$ cat src/ccsd_pkg.sv
// package for the clock source select and divider block: register map, field layouts,
// reset values and enumerations shared by the top and its divider stages.
// assumes one 125 MHz sys_clk; every derived clock except the divided divider outputs is a one-cycle enable pulse on it.
package ccsd_pkg;

    // clock rate and nominal low-speed oscillator figures
    localparam int SYS_CLK_HZ = 125000000;
    localparam int SLOW_OSC_NOMINAL_HZ = 32000;
    localparam int PIN_CLOCK_MAX_HZ = 48000000;

    // divider arrangement
    localparam int NUM_BANKS = 4;
    localparam int STAGES_PER_BANK = 3;
    localparam int NUM_DIVIDERS = NUM_BANKS * STAGES_PER_BANK;
    localparam int FRAC_BANK = 3;
    localparam int DIV_VALUE_W = 16;
    localparam int DIV_FRAC_W = 5;
    localparam int DIV_COUNT_W = DIV_VALUE_W + 1;

    // register byte offsets; divider k sits at DIV_BASE + 4*k, k = 3*bank + stage
    localparam logic [7:0] OFS_DIV_BASE = 8'h00;
    localparam logic [7:0] OFS_DIV_LAST = 8'h2C;
    localparam logic [7:0] OFS_SLOW_OSC_CONFIG = 8'h30;
    localparam logic [7:0] OFS_CLOCK_SELECT = 8'h34;
    localparam logic [7:0] OFS_CLOCK_STATUS = 8'h38;

    // field positions in the clock select, status and slow oscillator config words
    localparam int SEL_SRC_LSB = 0;
    localparam int SEL_PRESCALE_LSB = 4;
    localparam int STAT_SWITCH_BUSY_BIT = 7;
    localparam int STAT_SLOW_RUN_BIT = 8;
    localparam int SLOW_OSC_ENABLE_BIT = 0;

    // reset values
    localparam logic SLOW_OSC_ENABLE_RESET = 1'b1;
    localparam logic [2:0] PRESCALE_RESET = 3'h0;

    // high-frequency root source codes; 2..7 reserved
    typedef enum logic [2:0] {
        CCSD_SRC_INTERNAL = 3'b000,
        CCSD_SRC_PIN = 3'b001
    } ccsd_src_t;

    // source switch sequencer
    typedef enum logic [1:0] {
        CCSD_SW_IDLE = 2'b00,
        CCSD_SW_DRAIN = 2'b01,
        CCSD_SW_LOAD = 2'b10
    } ccsd_sw_state_t;

    // one divider configuration word
    typedef struct packed {
        logic enable;
        logic chain_input_select;
        logic [8:0] reserved;
        logic [DIV_FRAC_W-1:0] divider_fraction_numerator;
        logic [DIV_VALUE_W-1:0] value;
    } ccsd_div_cfg_t;

    // software register port request
    typedef struct packed {
        logic wr;
        logic rd;
        logic [7:0] addr;
        logic [31:0] wdata;
    } ccsd_bus_req_t;

    // outputs of one divider stage
    typedef struct packed {
        logic gated;
        logic divided;
    } ccsd_div_out_t;

endpackage : ccsd_pkg

$ cat src/ccsd_top.sv
// top of the clock source select and divider block: register port, root source switch,
// core prescaler, low-speed clock gating and the twelve peripheral dividers.
// assumes all inputs are synchronous to sys_clk and the internal fast oscillator is sys_clk.
`timescale 1ns/1ps
module ccsd_top (
    input wire logic sys_clk, // system clock, also the internal fast oscillator
    input wire logic resetn, // async reset, active low
    input wire logic [7:0] bus_addr, // register byte address
    input wire logic [31:0] bus_wdata, // write data
    input wire logic bus_wr, // write strobe
    input wire logic bus_rd, // read strobe
    output logic [31:0] bus_rdata, // read data, valid the cycle after bus_rd
    input wire logic pin_clock_input, // external clock pin level
    input wire logic low_speed_internal_osc, // slow oscillator edge as one-cycle pulse
    input wire logic deep_power_mode, // high in hibernate or stop
    output logic root_clock_net, // root clock enable pulse
    output logic system_core_clock, // core clock enable pulse
    output logic low_freq_system_clock, // low-frequency clock enable pulse
    output logic [11:0] periph_gated, // gated form of each divider stage
    output logic [11:0] periph_divided // divided form of each divider stage
);
    ccsd_pkg::ccsd_bus_req_t req;
    ccsd_pkg::ccsd_div_cfg_t div_cfg_reg [ccsd_pkg::NUM_DIVIDERS];
    ccsd_pkg::ccsd_div_out_t div_out [ccsd_pkg::NUM_DIVIDERS];
    logic slow_osc_enable_reg;
    logic [2:0] src_req_reg;
    logic [2:0] src_active_reg;
    logic [2:0] prescale_req_reg;
    logic [2:0] prescale_active;
    ccsd_pkg::ccsd_sw_state_t sw_state_reg;
    ccsd_pkg::ccsd_sw_state_t sw_state_next;
    logic pin_prev_reg;
    logic pin_rise;
    logic root_tick;
    logic core_tick;
    logic slow_tick;
    logic slow_running;

    // ---------------- register port decode ----------------
    assign req.wr = bus_wr;
    assign req.rd = bus_rd;
    assign req.addr = bus_addr;
    assign req.wdata = bus_wdata;

    logic hit_div;
    logic [3:0] div_index;
    logic hit_slow;
    logic hit_sel;
    logic hit_stat;
    logic sel_code_legal;
    logic [31:0] rd_mux;
    logic [31:0] div_read;
    logic [31:0] sel_read;
    logic [31:0] stat_read;

    assign hit_div = (req.addr[1:0] == 2'h0) && (req.addr <= ccsd_pkg::OFS_DIV_LAST);
    assign div_index = req.addr[5:2];
    assign hit_slow = (req.addr == ccsd_pkg::OFS_SLOW_OSC_CONFIG);
    assign hit_sel = (req.addr == ccsd_pkg::OFS_CLOCK_SELECT);
    assign hit_stat = (req.addr == ccsd_pkg::OFS_CLOCK_STATUS);
    localparam int SEL_SRC_MSB = ccsd_pkg::SEL_SRC_LSB + 2;
    localparam int SEL_PRE_MSB = ccsd_pkg::SEL_PRESCALE_LSB + 2;

    // reserved source codes are refused; the field keeps its value
    assign sel_code_legal = (req.wdata[SEL_SRC_MSB:ccsd_pkg::SEL_SRC_LSB]
        == ccsd_pkg::CCSD_SRC_INTERNAL)
        || (req.wdata[SEL_SRC_MSB:ccsd_pkg::SEL_SRC_LSB] == ccsd_pkg::CCSD_SRC_PIN);

    assign div_read = hit_div ? div_cfg_reg[div_index] : 32'h0000_0000;
    assign sel_read = {25'h0000000, prescale_req_reg, 1'b0, src_req_reg};
    assign stat_read = {23'h000000, slow_running, (sw_state_reg != ccsd_pkg::CCSD_SW_IDLE),
        prescale_active, 1'b0, src_active_reg};
    assign rd_mux = hit_div ? div_read
        : hit_slow ? {31'h00000000, slow_osc_enable_reg}
        : hit_sel ? sel_read
        : hit_stat ? stat_read
        : 32'h0000_0000;

    always_ff @(posedge sys_clk or negedge resetn)
    begin
        if (!resetn)
        begin
            bus_rdata <= 32'h0000_0000;
        end
        else
        begin
            bus_rdata <= req.rd ? rd_mux : 32'h0000_0000;
        end
    end

    // ---------------- divider configuration words ----------------
    genvar gi;
    generate
        for (gi = 0; gi < ccsd_pkg::NUM_DIVIDERS; gi++)
        begin : g_cfg
            localparam bit IS_FRAC = ((gi / ccsd_pkg::STAGES_PER_BANK) == ccsd_pkg::FRAC_BANK);
            ccsd_pkg::ccsd_div_cfg_t wr_word;
            logic wr_hit;
            always_comb
            begin
                wr_word = req.wdata;
                wr_word.reserved = '0;
                // integer stages hold no fraction; those bits read as zero
                if (!IS_FRAC)
                begin
                    wr_word.divider_fraction_numerator = '0;
                end
                // the first stage of a bank has nothing to chain from
                if ((gi % ccsd_pkg::STAGES_PER_BANK) == 0)
                begin
                    wr_word.chain_input_select = req.wdata[30];
                end
            end
            assign wr_hit = req.wr && hit_div && (div_index == 4'(gi));
            always_ff @(posedge sys_clk or negedge resetn)
            begin
                if (!resetn)
                begin
                    div_cfg_reg[gi] <= '0;
                end
                else if (wr_hit)
                begin
                    div_cfg_reg[gi] <= wr_word;
                end
            end
        end
    endgenerate

    // ---------------- control registers ----------------
    always_ff @(posedge sys_clk or negedge resetn)
    begin
        if (!resetn)
        begin
            slow_osc_enable_reg <= ccsd_pkg::SLOW_OSC_ENABLE_RESET;
            src_req_reg <= ccsd_pkg::CCSD_SRC_INTERNAL;
            prescale_req_reg <= ccsd_pkg::PRESCALE_RESET;
        end
        else if (req.wr)
        begin
            if (hit_slow)
            begin
                slow_osc_enable_reg <= req.wdata[ccsd_pkg::SLOW_OSC_ENABLE_BIT];
            end
            if (hit_sel)
            begin
                if (sel_code_legal)
                begin
                    src_req_reg <= req.wdata[SEL_SRC_MSB:ccsd_pkg::SEL_SRC_LSB];
                end
                prescale_req_reg <= req.wdata[SEL_PRE_MSB:ccsd_pkg::SEL_PRESCALE_LSB];
            end
        end
    end

    // ---------------- root source and glitch-free switch ----------------
    // pin clock is sampled; at 125 MHz a 48 MHz pin still gives one tick per rise
    assign pin_rise = pin_clock_input && !pin_prev_reg;
    assign root_tick = (src_active_reg == ccsd_pkg::CCSD_SRC_PIN) ? pin_rise : 1'b1;

    // a new source waits for the end of a core period so no runt pulse leaks out
    always_comb
    begin
        sw_state_next = sw_state_reg;
        case (sw_state_reg)
            ccsd_pkg::CCSD_SW_IDLE:
            begin
                if (src_req_reg != src_active_reg)
                begin
                    sw_state_next = ccsd_pkg::CCSD_SW_DRAIN;
                end
            end
            ccsd_pkg::CCSD_SW_DRAIN:
            begin
                if (core_tick)
                begin
                    sw_state_next = ccsd_pkg::CCSD_SW_LOAD;
                end
            end
            ccsd_pkg::CCSD_SW_LOAD:
            begin
                sw_state_next = ccsd_pkg::CCSD_SW_IDLE;
            end
            default:
            begin
                sw_state_next = ccsd_pkg::CCSD_SW_IDLE;
            end
        endcase
    end

    always_ff @(posedge sys_clk or negedge resetn)
    begin
        if (!resetn)
        begin
            sw_state_reg <= ccsd_pkg::CCSD_SW_IDLE;
            src_active_reg <= ccsd_pkg::CCSD_SRC_INTERNAL;
            pin_prev_reg <= 1'b0;
        end
        else
        begin
            sw_state_reg <= sw_state_next;
            pin_prev_reg <= pin_clock_input;
            if (sw_state_reg == ccsd_pkg::CCSD_SW_LOAD)
            begin
                src_active_reg <= src_req_reg;
            end
        end
    end

    // ---------------- core prescaler ----------------
    ccsd_prescaler u_prescaler (
        .sys_clk(sys_clk),
        .resetn(resetn),
        .root_tick(root_tick),
        .code_req(prescale_req_reg),
        .core_tick(core_tick),
        .code_active(prescale_active)
    );

    // ---------------- low-frequency clock ----------------
    // always the slow oscillator; there is no other source for it
    assign slow_running = slow_osc_enable_reg && !deep_power_mode;
    assign slow_tick = slow_running && low_speed_internal_osc;

    // ---------------- peripheral dividers ----------------
    generate
        for (gi = 0; gi < ccsd_pkg::NUM_DIVIDERS; gi++)
        begin : g_div
            localparam bit IS_FRAC = ((gi / ccsd_pkg::STAGES_PER_BANK) == ccsd_pkg::FRAC_BANK);
            logic stage_in;
            if ((gi % ccsd_pkg::STAGES_PER_BANK) == 0)
            begin : g_first
                // chain bit has no effect on the first stage
                assign stage_in = root_tick;
            end
            else
            begin : g_chain
                assign stage_in = div_cfg_reg[gi].chain_input_select
                    ? (div_out[gi-1].gated && root_tick) : root_tick;
            end
            ccsd_divider #(
                .FRAC_EN(IS_FRAC)
            ) u_div (
                .sys_clk(sys_clk),
                .resetn(resetn),
                .in_tick(stage_in),
                .cfg(div_cfg_reg[gi]),
                .out_o(div_out[gi])
            );
            assign periph_gated[gi] = div_out[gi].gated;
            assign periph_divided[gi] = div_out[gi].divided;
        end
    endgenerate

    // ---------------- registered clock outputs ----------------
    always_ff @(posedge sys_clk or negedge resetn)
    begin
        if (!resetn)
        begin
            root_clock_net <= 1'b0;
            low_freq_system_clock <= 1'b0;
        end
        else
        begin
            root_clock_net <= root_tick;
            low_freq_system_clock <= slow_tick;
        end
    end
    assign system_core_clock = core_tick;

endmodule : ccsd_top

$ cat src/ccsd_divider.sv
// one peripheral clock divider stage, integer or fractional by parameter.
// assumes in_tick pulses are one sys_clk cycle wide and come from the root or the
// preceding stage; the top picks which.
`timescale 1ns/1ps
module ccsd_divider #(
    parameter bit FRAC_EN = 1'b0
) (
    input wire logic sys_clk, // system clock
    input wire logic resetn, // async reset, active low
    input wire logic in_tick, // selected input clock as enable pulse
    input wire ccsd_pkg::ccsd_div_cfg_t cfg, // configuration word
    output ccsd_pkg::ccsd_div_out_t out_o // gated pulse and divided level
);
    logic [ccsd_pkg::DIV_COUNT_W-1:0] cnt_reg;
    logic [ccsd_pkg::DIV_FRAC_W-1:0] acc_reg;
    logic [ccsd_pkg::DIV_FRAC_W:0] acc_sum;
    logic carry;
    logic [ccsd_pkg::DIV_COUNT_W-1:0] period;
    logic [ccsd_pkg::DIV_COUNT_W-1:0] half;
    logic last;
    logic [ccsd_pkg::DIV_COUNT_W-1:0] cnt_next;
    ccsd_pkg::ccsd_div_out_t out_next;

    // fraction accumulates per period; a carry stretches that period by one input tick
    assign acc_sum = {1'b0, acc_reg} + {1'b0, cfg.divider_fraction_numerator};
    assign carry = FRAC_EN && acc_sum[ccsd_pkg::DIV_FRAC_W];
    assign period = {1'b0, cfg.value} + {{(ccsd_pkg::DIV_COUNT_W-1){1'b0}}, 1'b1}
        + {{(ccsd_pkg::DIV_COUNT_W-1){1'b0}}, carry};
    assign half = period >> 1;
    assign last = (cnt_reg == period - {{(ccsd_pkg::DIV_COUNT_W-1){1'b0}}, 1'b1});
    assign cnt_next = last ? '0 : cnt_reg + {{(ccsd_pkg::DIV_COUNT_W-1){1'b0}}, 1'b1};
    // gated: one pulse per period; divided: high floor(N/2), low the rest
    assign out_next.gated = in_tick && last;
    assign out_next.divided = in_tick ? (cnt_next < half) : out_o.divided;

    always_ff @(posedge sys_clk or negedge resetn)
    begin
        if (!resetn)
        begin
            cnt_reg <= '0;
            acc_reg <= '0;
            out_o <= '0;
        end
        else if (!cfg.enable)
        begin
            // held low and restarted from zero on the next enable
            cnt_reg <= '0;
            acc_reg <= '0;
            out_o <= '0;
        end
        else
        begin
            out_o <= out_next;
            if (in_tick)
            begin
                cnt_reg <= cnt_next;
                if (last && FRAC_EN)
                begin
                    acc_reg <= acc_sum[ccsd_pkg::DIV_FRAC_W-1:0];
                end
            end
        end
    end

endmodule : ccsd_divider

// power-of-two prescaler for the core clock; code changes land on a period boundary.
module ccsd_prescaler (
    input wire logic sys_clk, // system clock
    input wire logic resetn, // async reset, active low
    input wire logic root_tick, // root clock enable pulse
    input wire logic [2:0] code_req, // requested prescale code
    output logic core_tick, // core clock enable pulse, registered
    output logic [2:0] code_active // code now in force
);
    logic [6:0] cnt_reg;
    logic [6:0] mask;
    logic wrap;

    // mask is 2^code - 1, so code 0 gives a core tick on every root tick
    assign mask = 7'((8'h01 << code_active) - 8'h01);
    assign wrap = root_tick && ((cnt_reg & mask) == mask);

    always_ff @(posedge sys_clk or negedge resetn)
    begin
        if (!resetn)
        begin
            cnt_reg <= '0;
            core_tick <= 1'b0;
            code_active <= ccsd_pkg::PRESCALE_RESET;
        end
        else
        begin
            core_tick <= wrap;
            if (wrap)
            begin
                // new code only at a boundary so no runt core period appears
                cnt_reg <= '0;
                code_active <= code_req;
            end
            else if (root_tick)
            begin
                cnt_reg <= cnt_reg + 7'h01;
            end
        end
    end

endmodule : ccsd_prescaler

$ cat config.mk
export PLATFORM = sky130hd
export DESIGN_NAME = ccsd_top
export DESIGN_NICKNAME = d
export VERILOG_FILES = /design/src/ccsd_pkg.sv /design/src/ccsd_top.sv /design/src/ccsd_divider.sv
export SDC_FILE = /design/constraint.sdc
export NUM_CORES = 2
export LEC_CHECK = 0
export CAP_MARGIN = 30
export CORE_MARGIN = 2
export CORE_UTILIZATION = 60
export CTS_BUF_LIST = sky130_fd_sc_hd__clkbuf_4
export CTS_CLUSTER_DIAMETER = 80
export DETAILED_ROUTE_END_ITERATION = 16
export DONT_BUFFER_PORTS = 1
export PLACE_DENSITY = 0.74
export SETUP_SLACK_MARGIN = 0.05
export SLEW_MARGIN = 20
export SYNTH_ARGS = -nofsm -noshare
export SYNTH_HDL_FRONTEND = slang
export SYNTH_SLANG_ARGS = --single-unit
$ cat constraint.sdc
create_clock -name sys_clk -period 7.03 [get_ports sys_clk]
set_clock_uncertainty 0.05 [all_clocks]
set_input_delay 1.406 -clock sys_clk [delete_from_list [all_inputs] [get_ports sys_clk]]
set_output_delay 1.406 -clock sys_clk [all_outputs]
set_load 0.01 [all_outputs]
==> PnR_summary.wiki <==
{| class="wikitable"
! Metric !! Value
|-
| Worst setup SP type || register
|-
| Via count of the first global-routing pass || 37,400
|-
| Total detailed-routing wirelength || 132,000 um
|-
| Share of flip-flops with an asynchronous set or reset after synthesis || 100%
|-
| Top_reg_cell synth || sky130_fd_sc_hd__dfrtp_1
|-
| Max-cap violations || 0
|-
| Overflow left after global routing || 0
|-
| Worst max-slew margin expressed relative to the limit || 18.2%
|-
| Static leakage power || 21.2 nW
|-
| Number of sinks on the clock net || 523
|-
| Post-detailed-placement half-perimeter wirelength || 94,300 um
|-
| Highest clock frequency the design can meet || 0.155 GHz
|-
| Clock buffer count from CTS || 151
|-
| Critical-path top delay cell || sky130_fd_sc_hd__o32ai_1
|-
| Maximum single-stage delay on the critical path || 0.50 ns
|-
| Post-CTS clock slew at the launch and capture registers of the worst setup and hold paths || 0.08 ns
|-
| Core region area || 75,700 um^2
|-
| Worst Hold Slack || 0.117 ns
|-
| Clock share of power || 35.4%
|-
| Synth Area per Inst || 8.64 um^2
|-
| Number of vias in the routed layout || 40,500
|-
| Pre-antenna DRT Iters || 9
|-
| Largest register FFs || 231
|-
| Total GRT Usage || 33.5%
|-
| Critical path arrival || 7.36 ns
|-
| Maximum number of pins on one net before global-route repair || 297
|-
| Leading cell types by total area after synthesis || sky130_fd_sc_hd__dfrtp_1, sky130_fd_sc_hd__xnor2_1, sky130_fd_sc_hd__ha_1
|-
| Worst skew pair latency || 1.07 ns
|-
| Count of port buffers added during placement || 0
|-
| Number of nets in the final layout || 5,389
|-
| Initial detailed-routing violation count || 4,116
|-
| Seq cells post-synth || 523
|-
| Seq/Total Area, Yosys || 28.6%
|-
| Status || finished, final reports clean
|-
| Top fanout value on the critical path || 19
|-
| Height of the chip || 280 um
|-
| Final Hold Violating Endpoints || 0
|-
| Sequential cell fraction of total power || 43.4%
|-
| Mapped Cells || 5,296
|-
| Most area-hungry cell type in the Yosys netlist || sky130_fd_sc_hd__dfrtp_1
|-
| Worst-Margin Slew || 1.23 ns
|-
| Cell seen most often among critical-path stages || sky130_fd_sc_hd__a21o_1
|-
| Count of distinct cell types in the synthesized netlist || 100
|-
| Die area || 78,500 um^2
|-
| Top-Level Pins || 106
|-
| Worst Path Class, Setup || register to register
|-
| Wire length of the first global-routing pass || 209,000 um
|-
| Synthesis warning total || 0
|-
| Net switching fraction of the power || 33.9%
|-
| Post-synthesis instance area || 45,800 um^2
|-
| Worst VDD drop || 0.000143 V
|-
| CTS root buffer || sky130_fd_sc_hd__clkbuf_4
|-
| Vias per cell || 6.53
|-
| Data required time at the worst endpoint || 7.95 ns
|-
| Count of pins over their slew limit || 0
|-
| Period utilisation layout || 91.6%
|-
| Remaining number of nets flagged by the antenna check after routing || 0
|-
| Synthesis-to-layout area growth || 4.43%
|-
| Worst hold path class || input pin to asynchronous set/reset pin
|-
| Routability-driven placement congestion ratio || 0.953
|-
| Filler Cells Inserted || 6,479
|-
| Number of synthesized flops with an enable pin || 0
|-
| Area share of the leading cell type in the synthesized netlist || 28.5%
|-
| Power Internal || 5.37 mW
|-
| Number of levels in the clock H-tree || 4
|-
| Starting utilization of the core area || 60.5%
|-
| Number of endpoints failing setup at the final stage || 0
|-
| P per Cell Area || 170 nW/um^2
|-
| Overall power consumption || 8.13 mW
|-
| Total DRC errors in the routed layout || 0
|-
| Wire per inst || 21.3 um
|-
| P_sw || 2.75 mW
|-
| Placement row count || 101
|-
| Crit. End Element || register
|-
| Setup repair after global routing missed its margin || no
|-
| CTS tree || built
|-
| Die Wd || 280 um
|-
| Time the final worst path needs with I/O delays and setup || 6.44 ns
|-
| Share of layout cells above drive strength 1 || 13.1%
|-
| Longest Clk Path Bufs || 3
|-
| TNS Setup || 0 ns
|-
| Number of antenna violations at the first check in global routing || 9
|-
| Share of power burned in combinational logic || 21.2%
|}
-- kinds of logic (layout without fill, tap and decap cells) --
| family | Yosys count | after routing | share of synthesized area, % |
|---|---|---|---|
| AND/OR/NAND/NOR | 2044 | 2044 | 23.5 |
| AO/OA/AOI/OAI | 1074 | 1074 | 15.9 |
| XOR/XNOR | 563 | 563 | 11.8 |
| buffers and inverters | 530 | 444 | 4.55 |
| flip-flops | 523 | 523 | 28.6 |
| multiplexers | 331 | 331 | 9.33 |
| adder cells (fa/ha/maj) | 230 | 230 | 6.34 |
| other | 1 | 20 | 0.00819 |
-- per-stage QoR --
step	utilization [%]	instance area (um^2)	cells	worst slack [ns]
CTS	63.0	47700	6195	0.620
finish	63.1	47800	6207	0.591
floorplan	-	45800	5304	0.590
detailed placement	60.6	45900	5934	0.652
global placement	60.6	45800	5931	0.673
global route	63.1	47800	6201	0.0536
-- placed cells by master, fill, tap and decap left out, types with 25 or more instances in the layout --
| master | count |
|---|---|
| sky130_fd_sc_hd__clkinv_1 | 33 |
| sky130_fd_sc_hd__or3_1 | 81 |
| sky130_fd_sc_hd__o21a_1 | 25 |
| sky130_fd_sc_hd__a31oi_1 | 44 |
| sky130_fd_sc_hd__and4_1 | 34 |
| sky130_fd_sc_hd__xnor2_1 | 332 |
| sky130_fd_sc_hd__a221o_1 | 29 |
| sky130_fd_sc_hd__mux4_2 | 54 |
| sky130_fd_sc_hd__buf_4 | 47 |
| sky130_fd_sc_hd__inv_1 | 130 |
| sky130_fd_sc_hd__nand2b_1 | 58 |
| sky130_fd_sc_hd__and3_1 | 121 |
| sky130_fd_sc_hd__or2_2 | 65 |
| sky130_fd_sc_hd__nand3b_1 | 40 |
| sky130_fd_sc_hd__nor2_1 | 385 |
| sky130_fd_sc_hd__o31ai_1 | 42 |
| sky130_fd_sc_hd__nor3_1 | 123 |
| sky130_fd_sc_hd__dfrtp_1 | 522 |
| sky130_fd_sc_hd__xor2_1 | 199 |
| sky130_fd_sc_hd__nor4_1 | 81 |
| sky130_fd_sc_hd__a21o_1 | 140 |
| sky130_fd_sc_hd__xnor3_1 | 26 |
| sky130_fd_sc_hd__mux2_2 | 226 |
| sky130_fd_sc_hd__nand2_1 | 408 |
| sky130_fd_sc_hd__and2_1 | 55 |
| sky130_fd_sc_hd__ha_1 | 227 |
| sky130_fd_sc_hd__clkbuf_4 | 205 |
| sky130_fd_sc_hd__or4_1 | 45 |
| sky130_fd_sc_hd__a21oi_1 | 228 |
| sky130_fd_sc_hd__nor2b_1 | 57 |
| sky130_fd_sc_hd__mux2i_1 | 51 |
| sky130_fd_sc_hd__a22o_1 | 26 |
| sky130_fd_sc_hd__a21boi_0 | 42 |
| sky130_fd_sc_hd__o21ai_0 | 195 |
| sky130_fd_sc_hd__a211oi_1 | 64 |
| sky130_fd_sc_hd__nand3_1 | 265 |
| sky130_fd_sc_hd__nand4_1 | 127 |
-- final timing paths --
| kind | start | to | slack, ns | depth (start not counted) |
|---|---|---|---|---|
| worst max register to register | div_cfg_reg[81] | g_div[9].u_div.out_o[0] | 0.59 | 28 |
| worst min register to register | sw_state_reg[1] | sw_state_reg[0] | 0.42 | 1 |
| worst min-delay path | resetn | div_cfg_reg[137] | 0.12 | 0 |
| max in group asynchronous | resetn | g_div[9].u_div.cnt_reg[4] | 5.33 | 2 |
| worst max-delay path | div_cfg_reg[81] | g_div[9].u_div.out_o[0] | 0.59 | 28 |
| min in group sys_clk | pin_clock_input | pin_prev_reg | 0.35 | 0 |
-- synthesized netlist by cell type, types with 65 or more instances --
cell type	number
sky130_fd_sc_hd__a211oi_1	65
sky130_fd_sc_hd__a21o_1	140
sky130_fd_sc_hd__a21oi_1	229
sky130_fd_sc_hd__and3_1	122
sky130_fd_sc_hd__clkbuf_1	309
sky130_fd_sc_hd__dfrtp_1	522
sky130_fd_sc_hd__ha_1	227
sky130_fd_sc_hd__inv_1	130
sky130_fd_sc_hd__mux2_2	226
sky130_fd_sc_hd__nand2_1	408
sky130_fd_sc_hd__nand3_1	265
sky130_fd_sc_hd__nand4_1	127
sky130_fd_sc_hd__nor2_1	388
sky130_fd_sc_hd__nor3_1	123
sky130_fd_sc_hd__nor4_1	83
sky130_fd_sc_hd__o21ai_0	196
sky130_fd_sc_hd__or2_2	65
sky130_fd_sc_hd__or3_1	81
sky130_fd_sc_hd__xnor2_1	332
sky130_fd_sc_hd__xor2_1	199
-- cell type report --
class                   count  area [um^2]  share of cell area (%)
diodes                     11         27.5                  0.0576
inverters                 132          495                    1.04
flip-flops and latches    523        13100                    27.4
clock buffers             205         1540                    3.22
multi-input cells        4251        30700                    64.2
well taps                 978         1220                    2.56
clock inverters            54          298                   0.623
repair buffers             53          432                   0.903
-- routing by layer --
metal / up-vias / part of all wire, % / GRT usage [%]
li1: 19000 / - / -
met1: 19500 / 43 / 45.7
met2: 1700 / 43 / 50.2
met3: 322 / 9.7 / 8.82
met4: 2 / 4.4 / 14.0
met5: - / 0.012 / 0
-- what timing repair did --
action / in CTS / in global routing
endpoints found under the hold margin: 224 / 0
gates resized for setup: 0 / 1
hold buffers: 2 / 0
buffers inserted: 0 / 0
endpoints found under the setup margin: 0 / 1
-- critical path: cells and delay by family (launching register included) --
family,cells,cell delay [ns]
AO/OA/AOI/OAI,13,2.67
AND/OR/NAND/NOR,7,1.32
adder cells (fa/ha/maj),4,1.07
buffers and inverters,2,0.39
flip-flops,1,0.38
multiplexers,1,0.35
XOR/XNOR,1,0.13
-- power by group through the flow --
stage                     clock network (mW)  logic (mW)  registers, mW
after floorplan                            0        1.51           3.33
after global placement                     0        1.62           3.56
after detailed placement                   0        1.67           3.57
after CTS                               2.94        1.71           3.51
after global routing                    3.10        1.93           3.55
final                                   2.87        1.73           3.53
(Power assumes the default switching activity.)
